==> src/verilog/ios_pkg.sv <==
// Package for the interrupt option and sleep/wake controller
// Behaviour
// - Option register at 0xc8, write only, resets to zero, byte writes only.
// - Bits 7 and 3..0 of the option register do nothing.
// - Bit 6 set makes source one level sensitive, clear makes it edge.
// - Bit 5 chooses the edge direction of source two.
// - Source two rises when bit 5 set, falls when clear; source one edge falls.
// - Bit 4 enables all sources; when clear only the non-maskable one passes.
// - With global enable low the non-maskable is serviced but never wakes.
// - Source three ORs timer zero, low-frequency oscillator, reload timer overflow, compare match and capture edge events, each gated.
// - Source four ORs converter done, receive byte and transmit byte events, each gated.
// - Edge requests latch once, cleared when the service routine starts.
// - Level requests are not stored; low level sampled at instruction end.
// - WAIT stops fetch, keeps state, oscillator and peripherals run.
// - Leaving WAIT by interrupt adds no stabilisation delay.
// - Reset during WAIT or STOP runs the ordinary reset sequence.
// - STOP halts oscillator and execution until any request, internal or external, while bit 4 is set, or reset.
// - Leaving STOP by interrupt inserts an oscillator stabilisation delay.
// - Wake-up leaves the oscillator selection unchanged.
// - Sleep in main program: wake, service request, then continue.
// - Sleep in non-maskable routine: wake, continue, stay non-maskable, no service.
// - Sleep in maskable routine, maskable wake: resume routine, pending serviced later.
// - Sleep in maskable routine, non-maskable wake: run non-maskable first, then resume.
// - Active watchdog turns STOP into WAIT.
// - Global enable low: only reset leaves WAIT or STOP.
// - Sleep is skipped while an enabled request is pending.
package ios_pkg;
    localparam logic [7:0] IOS_OPT_ADDR   = 8'hc8;
    localparam logic [7:0] IOS_OPT_RESET  = 8'h00;
    localparam int         IOS_LES_BIT    = 6;
    localparam int         IOS_ESB_BIT    = 5;
    localparam int         IOS_GEN_BIT    = 4;
    localparam int         IOS_CLK_HZ     = 40_000_000;
    localparam int         IOS_STAB_US    = 100;
    localparam int         IOS_STAB_CYC   = IOS_CLK_HZ / 1_000_000 * IOS_STAB_US;
    localparam int         IOS_CNT_W      = 13;

    typedef enum logic [3:0]
    {
        IOS_RUN  = 4'b0001,
        IOS_WAIT = 4'b0010,
        IOS_STOP = 4'b0100,
        IOS_STAB = 4'b1000
    } ios_pwr_t;

    typedef enum logic [2:0]
    {
        IOS_CTX_MAIN = 3'b001,
        IOS_CTX_IRQ  = 3'b010,
        IOS_CTX_NMI  = 3'b100
    } ios_ctx_t;

    typedef struct packed
    {
        logic timer_zero_flag;
        logic timer_irq_enable;
        logic lowfreq_osc_event;
        logic lowfreq_osc_irq_enable;
        logic reload_timer_overflow_flag;
        logic overflow_irq_enable;
        logic compare_match_flag;
        logic compare_irq_enable;
        logic capture_edge_flag;
        logic edge_irq_enable;
    } ios_src3_t;

    typedef struct packed
    {
        logic adc_eoc_flag;
        logic adc_irq_enable;
        logic rx_byte_ready;
        logic rx_irq_enable;
        logic tx_byte_done;
        logic tx_irq_enable;
    } ios_src4_t;

    typedef struct packed
    {
        logic       wr;
        logic       bit_op;
        logic [7:0] addr;
        logic [7:0] wdata;
    } ios_bus_t;
endpackage : ios_pkg

==> src/verilog/ios_sync.sv <==
// Three-stage pin synchroniser with agreement filter
module ios_sync
(
    input  wire logic clk,
    input  wire logic rst,
    input  wire logic pin,
    output logic      level
);
    logic [2:0] sh_q;

    always_ff @(posedge clk)
    begin
        // Preset to the idle high level so that releasing reset shows no false falling edge
        if (rst)
            sh_q <= 3'h7;
        else
            sh_q <= {sh_q[1:0], pin};
    end

    // Only stages two and three are compared; stage one feeds stage two alone
    always_ff @(posedge clk)
    begin
        if (rst)
            level <= 1'b1;
        else if (sh_q[1] == sh_q[2])
            level <= sh_q[2];
    end
endmodule : ios_sync

==> src/verilog/ios_ctrl.sv <==
// Interrupt option register, request logic and sleep/wake control
module ios_ctrl
(
    input  wire logic            clk,
    input  wire logic            rst,
    input  wire ios_pkg::ios_bus_t bus,
    input  wire logic            nmi_n,
    input  wire logic            src1_n,
    input  wire logic            src2_pin,
    input  wire ios_pkg::ios_src3_t src3,
    input  wire ios_pkg::ios_src4_t src4,
    input  wire logic            instr_end,
    input  wire logic            exec_wait,
    input  wire logic            exec_stop,
    input  wire logic            ack_nmi,
    input  wire logic            ack_src1,
    input  wire logic            ack_src2,
    input  wire logic            reti,
    input  wire logic            wdog_active,
    input  wire logic            osc_sel_in,
    output logic                 req_nmi,
    output logic [4:1]           req_mask,
    output logic                 fetch_halt,
    output logic                 osc_run,
    output logic                 osc_sel,
    output logic                 sleep_skip,
    output logic                 wake_pulse,
    output logic                 wake_service,
    output logic                 in_nmi,
    output logic                 in_irq
);
    logic [7:0]       opt_q;
    logic             nmi_lvl;
    logic             s1_lvl;
    logic             s2_lvl;
    logic             nmi_prev_q;
    logic             s1_prev_q;
    logic             s2_prev_q;
    logic             nmi_lat_q;
    logic             s1_lat_q;
    logic             s2_lat_q;
    logic             level_edge_select;
    logic             edge_polarity_select;
    logic             gen;
    logic             s1_req;
    logic             s3_req;
    logic             s4_req;
    logic             any_mask;
    logic             any_wake;
    logic             sleep_req;
    ios_pkg::ios_pwr_t pwr_q;
    ios_pkg::ios_ctx_t ctx_q;
    ios_pkg::ios_ctx_t ctx_saved_q;
    logic [ios_pkg::IOS_CNT_W-1:0] stab_q;

    function automatic logic gated_or3(input ios_pkg::ios_src3_t s);
        gated_or3 = (s.timer_zero_flag & s.timer_irq_enable)
                  | (s.lowfreq_osc_event & s.lowfreq_osc_irq_enable)
                  | (s.reload_timer_overflow_flag & s.overflow_irq_enable)
                  | (s.compare_match_flag & s.compare_irq_enable)
                  | (s.capture_edge_flag & s.edge_irq_enable);
    endfunction : gated_or3

    function automatic logic gated_or4(input ios_pkg::ios_src4_t s);
        gated_or4 = (s.adc_eoc_flag & s.adc_irq_enable)
                  | (s.rx_byte_ready & s.rx_irq_enable)
                  | (s.tx_byte_done & s.tx_irq_enable);
    endfunction : gated_or4

    ios_sync u_nmi
    (
        .clk   (clk),
        .rst   (rst),
        .pin   (nmi_n),
        .level (nmi_lvl)
    );

    ios_sync u_s1
    (
        .clk   (clk),
        .rst   (rst),
        .pin   (src1_n),
        .level (s1_lvl)
    );

    ios_sync u_s2
    (
        .clk   (clk),
        .rst   (rst),
        .pin   (src2_pin),
        .level (s2_lvl)
    );

    // Write only; single-bit operations are ignored so the register is never read back
    always_ff @(posedge clk)
    begin
        if (rst)
            opt_q <= ios_pkg::IOS_OPT_RESET;
        else if (bus.wr && !bus.bit_op && bus.addr == ios_pkg::IOS_OPT_ADDR)
            opt_q <= bus.wdata & 8'h70;
    end

    assign level_edge_select = opt_q[ios_pkg::IOS_LES_BIT];
    assign edge_polarity_select = opt_q[ios_pkg::IOS_ESB_BIT];
    assign gen = opt_q[ios_pkg::IOS_GEN_BIT];

    always_ff @(posedge clk)
    begin
        if (rst)
        begin
            nmi_prev_q <= 1'b1;
            s1_prev_q  <= 1'b1;
            s2_prev_q  <= 1'b1;
        end
        else
        begin
            nmi_prev_q <= nmi_lvl;
            s1_prev_q  <= s1_lvl;
            s2_prev_q  <= s2_lvl;
        end
    end

    // Edge latches: set wins over the acknowledge, later edges merge into the first
    always_ff @(posedge clk)
    begin
        if (rst)
        begin
            nmi_lat_q <= 1'b0;
            s1_lat_q  <= 1'b0;
            s2_lat_q  <= 1'b0;
        end
        else
        begin
            if (nmi_prev_q && !nmi_lvl)
                nmi_lat_q <= 1'b1;
            else if (ack_nmi)
                nmi_lat_q <= 1'b0;
            if (!level_edge_select && s1_prev_q && !s1_lvl)
                s1_lat_q <= 1'b1;
            else if (ack_src1 || level_edge_select)
                s1_lat_q <= 1'b0;
            if (edge_polarity_select ? (!s2_prev_q && s2_lvl) : (s2_prev_q && !s2_lvl))
                s2_lat_q <= 1'b1;
            else if (ack_src2)
                s2_lat_q <= 1'b0;
        end
    end

    assign s1_req   = level_edge_select ? !s1_lvl : s1_lat_q;
    assign s3_req   = gated_or3(src3);
    assign s4_req   = gated_or4(src4);
    assign any_mask = gen && (s1_req || s2_lat_q || s3_req || s4_req);
    assign any_wake = gen && (any_mask || nmi_lat_q);
    assign sleep_req = exec_wait || exec_stop;

    // Level requests are presented only at instruction end, never held
    always_ff @(posedge clk)
    begin
        if (rst)
        begin
            req_nmi  <= 1'b0;
            req_mask <= 4'h0;
        end
        else
        begin
            req_nmi     <= nmi_lat_q;
            req_mask[1] <= gen && s1_req && (level_edge_select ? instr_end : 1'b1);
            req_mask[2] <= gen && s2_lat_q;
            req_mask[3] <= gen && s3_req && instr_end;
            req_mask[4] <= gen && s4_req && instr_end;
        end
    end

    // Processor context tracking
    always_ff @(posedge clk)
    begin
        if (rst)
        begin
            ctx_q       <= ios_pkg::IOS_CTX_MAIN;
            ctx_saved_q <= ios_pkg::IOS_CTX_MAIN;
        end
        else if (ack_nmi)
        begin
            ctx_saved_q <= ctx_q;
            ctx_q       <= ios_pkg::IOS_CTX_NMI;
        end
        else if (ack_src1 || ack_src2)
            ctx_q <= ios_pkg::IOS_CTX_IRQ;
        else if (reti)
            ctx_q <= (ctx_q == ios_pkg::IOS_CTX_NMI) ? ctx_saved_q : ios_pkg::IOS_CTX_MAIN;
    end

    // Power state machine
    always_ff @(posedge clk)
    begin
        if (rst)
        begin
            pwr_q        <= ios_pkg::IOS_RUN;
            stab_q       <= '0;
            sleep_skip   <= 1'b0;
            wake_pulse   <= 1'b0;
            wake_service <= 1'b0;
        end
        else
        begin
            sleep_skip   <= 1'b0;
            wake_pulse   <= 1'b0;
            wake_service <= 1'b0;
            case (pwr_q)
                ios_pkg::IOS_RUN:
                begin
                    if (sleep_req && (any_mask || nmi_lat_q))
                        sleep_skip <= 1'b1;
                    else if (exec_stop && !wdog_active)
                        pwr_q <= ios_pkg::IOS_STOP;
                    else if (sleep_req)
                        pwr_q <= ios_pkg::IOS_WAIT;
                end
                ios_pkg::IOS_WAIT:
                begin
                    if (any_wake)
                    begin
                        pwr_q        <= ios_pkg::IOS_RUN;
                        wake_pulse   <= 1'b1;
                        wake_service <= (ctx_q != ios_pkg::IOS_CTX_NMI)
                                        && ((ctx_q == ios_pkg::IOS_CTX_MAIN) || nmi_lat_q);
                    end
                end
                ios_pkg::IOS_STOP:
                begin
                    if (any_wake)
                    begin
                        pwr_q  <= ios_pkg::IOS_STAB;
                        stab_q <= ios_pkg::IOS_CNT_W'(ios_pkg::IOS_STAB_CYC - 1);
                    end
                end
                ios_pkg::IOS_STAB:
                begin
                    if (stab_q == '0)
                    begin
                        pwr_q        <= ios_pkg::IOS_RUN;
                        wake_pulse   <= 1'b1;
                        wake_service <= (ctx_q != ios_pkg::IOS_CTX_NMI)
                                        && ((ctx_q == ios_pkg::IOS_CTX_MAIN) || nmi_lat_q);
                    end
                    else
                        stab_q <= stab_q - 1'b1;
                end
                default:
                    pwr_q <= ios_pkg::IOS_RUN;
            endcase
        end
    end

    // Registered status outputs
    always_ff @(posedge clk)
    begin
        if (rst)
        begin
            fetch_halt <= 1'b0;
            osc_run    <= 1'b1;
            osc_sel    <= 1'b0;
            in_nmi     <= 1'b0;
            in_irq     <= 1'b0;
        end
        else
        begin
            fetch_halt <= (pwr_q != ios_pkg::IOS_RUN);
            osc_run    <= (pwr_q != ios_pkg::IOS_STOP);
            if (pwr_q == ios_pkg::IOS_RUN)
                osc_sel <= osc_sel_in;
            in_nmi     <= (ctx_q == ios_pkg::IOS_CTX_NMI);
            in_irq     <= (ctx_q == ios_pkg::IOS_CTX_IRQ);
        end
    end
endmodule : ios_ctrl

==> config.mk <==
export PLATFORM = sky130hd
export DESIGN_NAME = ios_ctrl
export DESIGN_NICKNAME = d
export VERILOG_FILES = /design/src/verilog/ios_pkg.sv /design/src/verilog/ios_sync.sv /design/src/verilog/ios_ctrl.sv
export SDC_FILE = /design/constraint.sdc
export NUM_CORES = 1
export LEC_CHECK = 0
export ABC_AREA = 0
export BUFFER_PORTS_ARGS = -buffer_cell sky130_fd_sc_hd__buf_2
export CAP_MARGIN = 20
export CELL_PAD_IN_SITES_DETAIL_PLACEMENT = 2
export CELL_PAD_IN_SITES_GLOBAL_PLACEMENT = 2
export CORE_MARGIN = 4
export CORE_UTILIZATION = 31
export DETAILED_ROUTE_END_ITERATION = 12
export GPL_TIMING_DRIVEN = 0
export PLACE_DENSITY_LB_ADDON = 0.1
export REMOVE_ABC_BUFFERS = 1
export SYNTH_ARGS = -nofsm -noshare
export SYNTH_HDL_FRONTEND = slang
export SYNTH_HIERARCHICAL = 1
export SYNTH_SLANG_ARGS = --single-unit
export TNS_END_PERCENT = 100
==> constraint.sdc <==
create_clock -name clk -period 2.4 [get_ports clk]
set_input_delay 0.24 -clock clk [delete_from_list [all_inputs] [get_ports clk]]
set_output_delay 0.24 -clock clk [all_outputs]
set_load 0.05 [all_outputs]
==> impl_results.md, run 1 <==
- Syn_area_per_cell: approximately 9.5 um^2
- Number of cells on the worst reg-to-reg path: 6
- Routed WL: 6751 um
- Clk slew on worst S/H paths: ~0.070 ns
- Kind of start point of the critical path: flop
- Synth top area share: 47.95%
- Fmax: roughly 470 MHz
- Asr flop ratio synth: 0%
- Setup TNS: 0 ns
- Hold-fix buffers at CTS: 0
- Root buffer cell: clkbuf_8
- Worst rel slew slack: 44.92%
- Die ar.: 0.009142 mm^2
- Leading area contributor after synthesis: dfxtp_1
- Largest net degree at the start of global routing: 46
- Unrepaired setup endpoints after global routing: no
- Worst R2R Start: stab_q[0]
- Worst Setup SP: stab_q[0]
- Element type at the critical path end: flop
- Reg-to-reg slack, setup: 0.25 ns
- Worst setup path endpoint: stab_q[1]
- Initial antenna violation count: 0
- Gr usage total: between 10% and 20%
- Pwr per Cell Area: 724.5 mW/mm^2
- Post-synth EDFFs: 0
- Ys flop type: dfxtp_1
- Die width: 95.62 um
- Area grow syn2layout: 24.92%
- Post-Synth XOR/XNOR Area: 0%
- YS warnings: 6
- Critical Path RT: ~2.6 ns
- Final setup vio count: 0
- Post-DRT Antenna Nets: 0
- Fin Clk Skew: approximately 0.0069 ns
- TritonCTS clock tree: yes
- Routed via count: between 2000 and 2500
- Final hold slack: slightly above 0.08 ns
- First-pass DRT Iterations: 4
- Starting Density: approximately 32%
- LEAKAGE: 1.223 nW
- Crit Path Class: flop to flop
- Arrival @ worst endpoint: 2.37 ns
- Initial DRC count: 50
- Reg-to-Reg End: stab_q[1]
- Tightest Hold Check Type: input pin to flop
- Final period utilization: about 90%
- Clock buffer depth: 2
- Post-DP HPWL: roughly 4800 um
- Mux cell area share after synthesis: under 10%
- Diode count: 0
- Worst-path maximum fanout: 9
- Outcome: complete, no violations
- Post-synthesis cell area: 0.002380 mm^2
- Setup bufs post-CTS: 0
- Share of layout cells above drive strength 1: roughly a quarter
- Core area: between 0.007 and 0.008 mm^2
- Synth top area cells: dfxtp_1, nor2_1, mux2i_1, or2_1, nand2_1
- CTS buffer count: 9
- Adder-cell share of the synthesized area: less than 1%
- Vias in the first global route: between 2000 and 2500
- # IOs: between 60 and 70
- Worst Max-Slew Pin Slew: 0.8262 ns
- Number of cell rows: 31
- Synth Register Bits: 57
- Compound-Gate Fraction of Synth Area: between 15 and 20%
- Total of max-cap violations: 0
- CTS H-tree lvls: 3
- Final Wtd Congestion: 0.7442
- # port buffers: between 50 and 60
- Simple-gate share of the synthesized area: around 27%
- DR WL/cell: 16.27 um
- Global-route wire length before repair: between 10000 and 15000 um
- CTS resizes: 0
- Hold Fails Final Rpt: 0
- Min cycle time layout: 2.150 ns
- Via density: between 5 and 6
- # DRC: 0
- Synthesized instance count: between 200 and 300
- Grt total ovfl: 0
- Synth cell types: 55
- Largest family of logic cells by synthesized area: simple AND/OR/NAND/NOR gates
- Fin nets: 360
- Max-slew violation count: 0
- Later-pin clock latency in the skew report: between 0.3 and 0.4 ns
- Placed insts: 398
- CTS sink cnt: between 50 and 60
- Die Y: roughly 96 um
- Non-Filler Instances: approximately 420
- Sequential fraction of the synthesis area: about 48%
- Maximum vdd ir drop: around 0.00043 V
## how the worst min path moves through the flow
| stage | from | to | slack, ns | depth (start not counted) |
|---|---|---|---|---|
| 2_1_floorplan | rst | req_nmi | 0.31 | 1 |
| 3_3_place_gp | u_s1/sh_q[0] | u_s1/sh_q[1] | 0.39 | 1 |
| 3_5_place_dp | u_nmi/sh_q[0] | u_nmi/sh_q[1] | 0.40 | 1 |
| 4_1_cts | src2_pin | u_s2/sh_q[0] | 0.07 | 2 |
| 5_1_grt | src2_pin | u_s2/sh_q[0] | 0.07 | 2 |
| 6_report | src1_n | u_s1/sh_q[0] | 0.08 | 2 |
## area by class of cell
class	count	area [um^2]
well taps	99	123.9
repair buffers	56	280.3
clock inverters	7	95.09
inverters	11	41.29
fillers	860	4397
flip-flops and latches	57	1141
clock buffers	9	123.9
multi-input cells	176	1167
## metrics by stage
stage | setup WS (ns) | area (um^2) | utilization, % | total power (W)
floorplan | 0.5626 | 2350 | - | 0.001104
global placement | 0.2461 | 2749 | 37.30 | 0.001180
detailed placement | 0.2429 | 2749 | 37.30 | 0.001184
CTS | 0.2280 | 2968 | 40.27 | 0.002184
global route | 0.01059 | 2973 | 40.34 | 0.002267
finish | 0.2499 | 2973 | 40.34 | 0.002154
## cells by family after synthesis
kind of cell | after synthesis
AND/OR/NAND/NOR | 109
flip-flops | 57
buffers and inverters | 18
multiplexers | 8
adder cells (fa/ha/maj) | 1
AO/OA/AOI/OAI | 58
## Yosys cell counts, types with 2 or more instances
master,instances
a211oi_2,2
a21oi_1,11
a221oi_1,2
a222oi_1,2
a22oi_1,2
a31oi_1,6
and2_1,2
clkbuf_1,5
dfxtp_1,57
inv_1,11
mux2i_1,7
nand2_1,16
nand2b_1,2
nand3_1,5
nand4_1,3
nand4b_1,3
nand4bb_1,2
nor2_1,31
nor2b_1,2
nor3_1,4
nor3b_1,4
nor4_1,3
nor4b_1,5
o211ai_1,4
o21a_1,2
o21ai_0,4
o21bai_1,3
o311ai_0,2
o31a_1,2
o31ai_1,4
o41ai_1,3
or2_1,10
or2_2,2
or3_1,4
or4_4,3
or4b_1,2
## layer usage
layer / part of all wire [%] / up-vias / track usage [%]
met5: 0 / - / 0
met4: 0.68 / 0 / 4.621
met3: 6.0 / 4 / 4.499
met2: 48 / 50 / 26.40
met1: 46 / 1042 / 19.51
li1: - / 1053 / -
## cell usage in the layout, fill, tap and decap left out, types with 5 or more instances in the layout
cell type  instances
nand2_1           16
clkbuf_8           9
or2_1             10
dfxtp_1           57
nor2_1            31
nand3_1            5
buf_2             55
nor4b_1            5
a31oi_1            6
mux2i_1            7
inv_1             11
a21oi_1           11
## power breakdown
part / internal (W) / switching, W
Clock: 0.000584 / 0.000404
Combinational: 0.0000711 / 0.0000990
Sequential: 0.000970 / 0.0000258
## registers in the layout, summed over array words and instances (netlist names), 3 cells and up
name / count
stab_q: 13
pwr_q: 4
req_mask: 4
ctx_q: 3
ctx_saved_q: 3
opt_q: 3
u_nmi/sh_q: 3
u_s1/sh_q: 3
u_s2/sh_q: 3
## worst max-delay path, stage by stage, from the launching register on
cell	delay [ns]
dfxtp_1	0.36
inv_1	0.07
ha_1	0.16
nor3b_1	0.47
and4bb_1	0.49
nor2_1	0.17
a221oi_1	0.33
Power figures use the tool's default switching activity.
==> run 2, diff against run 1 <==
Settings changed: CELL_PAD_IN_SITES_DETAIL_PLACEMENT 2 to unset, CELL_PAD_IN_SITES_GLOBAL_PLACEMENT 2 to unset, CORE_UTILIZATION 31 to 52, PLACE_DENSITY set to 0.79, PLACE_DENSITY_LB_ADDON 0.1 to unset.
==> run 2 against run 1 <==
Cell count decreased by 11%; maximum frequency increased by 5.1%; largest power group unchanged; global-route usage increased by 4.3 points; flip-flop and latch count unchanged.
==> impl_results.md, run 2 (synthesis gave the netlist of run 1 again) <==
- Initial antenna violation count: 0 (unchanged)
- DR WL/cell: 14.15 um (-13%)
- Hold Fails Final Rpt: 0 (unchanged)
- Most flop-heavy register: stab_q
- Vias in the first global route: 1949 (-13%)
- Grt total ovfl: 0 (unchanged)
- Final Wtd Congestion: 0.8256 (+11%)
- Critical Path RT: 2.66 ns (+0.04 ns)
- Worst rel slew slack: 48.81% (+3.9 points)
- Global-route wire length before repair: 8521 um (-23%)
- Die ar.: 0.005723 mm^2 (-37%)
- Post-DRT Antenna Nets: 0 (unchanged)
- Pwr per Cell Area: 699.6 mW/mm^2 (-3.4%)
- Kind of start point of the critical path: flop
- CTS buffer count: 9 (unchanged)
- Unrepaired setup endpoints after global routing: no
- Worst Max-Slew Pin Slew: 0.7679 ns (-0.05831 ns)
- Die width: 75.65 um (-21%)
- Fin Clk Skew: 0.007445 ns (+0.0004998 ns)
- Area grow syn2layout: 21.19%
- # DRC: 0 (unchanged)
- Hold path startpoint: nmi_n
- Element type at the critical path end: flop
- Worst path slowest cell: or4b_1
- Arrival @ worst endpoint: 2.30 ns (-0.07 ns)
- Share of layout cells above drive strength 1: 25.63% (-0.95 points)
- Crit path buf inv count: 1 (unchanged)
- Worst-path maximum fanout: 9 (unchanged)
- Routed via count: 2112 (-1.7%)
- Kind of cell adding the most delay to the critical path: simple AND/OR/NAND/NOR gates
- Non-Filler Instances: 368 (-11%)
- First-pass DRT Iterations: 4 (unchanged)
- Finished Core Util: 65.78% (+25 points)
- Met2 GRT Util: 32.50% (+6.1 points)
- Crit-path max cell delay: 0.52 ns (+0.03 ns)
- Diode count: 0 (unchanged)
- Setup bufs post-CTS: 0 (unchanged)
- Gr usage total: 20.05% (+4.3 points)
- LEAKAGE: 1.212 nW (-0.96%)
- CP cell instances: inv_1 -> ha_1 -> nor3b_1 -> nand2_2 -> or4b_1 -> a211oi_2
- Core area: 0.004384 mm^2 (-41%)
- Max reg flops: 13 (unchanged)
- CTS sink cnt: 57 (unchanged)
- Setup TNS: 0 ns (unchanged)
- GRT busiest layer: met2
- Starting Density: 54.28% (+22 points)
- CTS H-tree lvls: 3 (unchanged)
- CTS resizes: 0 (unchanged)
- Commonest non-fill, non-tap cell in the layout: dfxtp_1
- TritonCTS clock tree: yes
- # port buffers: 55 (unchanged)
- Tightest Hold Check Type: input pin to flop
- Commonest non-fill, non-tap cells in the layout: dfxtp_1, buf_2, nor2_1
- Initial DRC count: 145 (+190%)
- Max-slew violation count: 0 (unchanged)
- Fmax: 488.6 MHz (+5.1%)
- Total of max-cap violations: 0 (unchanged)
- Routed WL: 5209 um (-23%)
- Via density: 5.739 (+11%)
- Largest net degree at the start of global routing: 46 (unchanged)
- Crit Path Class: flop to flop
- Final setup vio count: 0 (unchanged)
- Die Y: 75.65 um (-21%)
- M1 GR Usage: 24.16% (+4.6 points)
- Worst Setup SP: stab_q[0]
- Placed insts: 351 (-12%)
- Min cycle time layout: 2.047 ns (-0.1035 ns)
- Number of cell rows: 24 (-23%)
- Clock buffer depth: 2 (unchanged)
- Later-pin clock latency in the skew report: 0.34 ns (about the same)
- Outcome: complete, no violations
- # IOs: 61 (unchanged)
- Final hold slack: 0.07952 ns (-0.002907 ns)
- Final period utilization: 85.27% (-4.3 points)
- Largest regs: stab_q x13, pwr_q x4, req_mask x4
- Maximum vdd ir drop: 0.0003879 V (-11%)
- Clk slew on worst S/H paths: 0.06 ns (about the same)
- Fin nets: 360 (unchanged)
- Root buffer cell: clkbuf_8
- Fill cells: 357 (-58%)
- Worst R2R Start: stab_q[0]
- Hold-fix buffers at CTS: 0 (unchanged)
- Post-DP HPWL: 3601 um (-25%)
- M3 GR Usage: 5.145% (+0.65 points)
==> run 2: cell types whose count changed in the layout (fill, tap and decap cells not counted), sizes merged <==
| cell | change |
|---|---|
| clkinvlp | -1 |
| bufinv | -1 |
| clkbuf | +4 |
| clkinv | -2 |
==> run 2: metal layers <==
metal  wire length (um)  vias to the layer above
li1                   -                     1053
met1               2265                      992
met2               2531                       59
met3                315                        8
met4                 97                        0
met5                  0                        -
==> run 2: layout make-up <==
| cell class | instances | area, um^2 | area share (%) |
|---|---|---|---|
| Inverter | 11 | 41.29 | 1.432 |
| Clock inverter | 3 | 40.04 | 1.388 |
| Tap cell | 52 | 65.06 | 2.256 |
| Sequential cell | 57 | 1141 | 39.57 |
| Multi-Input combinational cell | 176 | 1167 | 40.48 |
| Timing Repair Buffer | 56 | 280.3 | 9.718 |
| Clock buffer | 13 | 148.9 | 5.163 |
==> run 2: power breakdown <==
group	internal, W	total (W)	switching, W
clock	0.000505	0.000859	0.000354
combinational	0.0000710	0.000164	0.0000932
sequential	0.000971	0.000995	0.0000237
total	0.00155	0.00202	0.000471
==> run 2: final timing paths <==
| path | to | slack [ns] | cells after the start |
|---|---|---|---|
| worst max-delay path | stab_q[6] | 0.35 | 6 |
| worst min-delay path | u_nmi/sh_q[0] | 0.08 | 2 |
| worst max register to register | stab_q[6] | 0.35 | 6 |
| worst min register to register | u_nmi/sh_q[1] | 0.41 | 1 |
==> run 2: through the flow <==
step                area [um^2]  total power [W]  worst slack (ns)
finish                     2884         0.002018            0.3534
global route               2884         0.002083            0.1269
CTS                        2879         0.002028            0.3609
detailed placement         2690         0.001176            0.3584
global placement           2690         0.001173            0.3597
floorplan                  2350         0.001104            0.5626
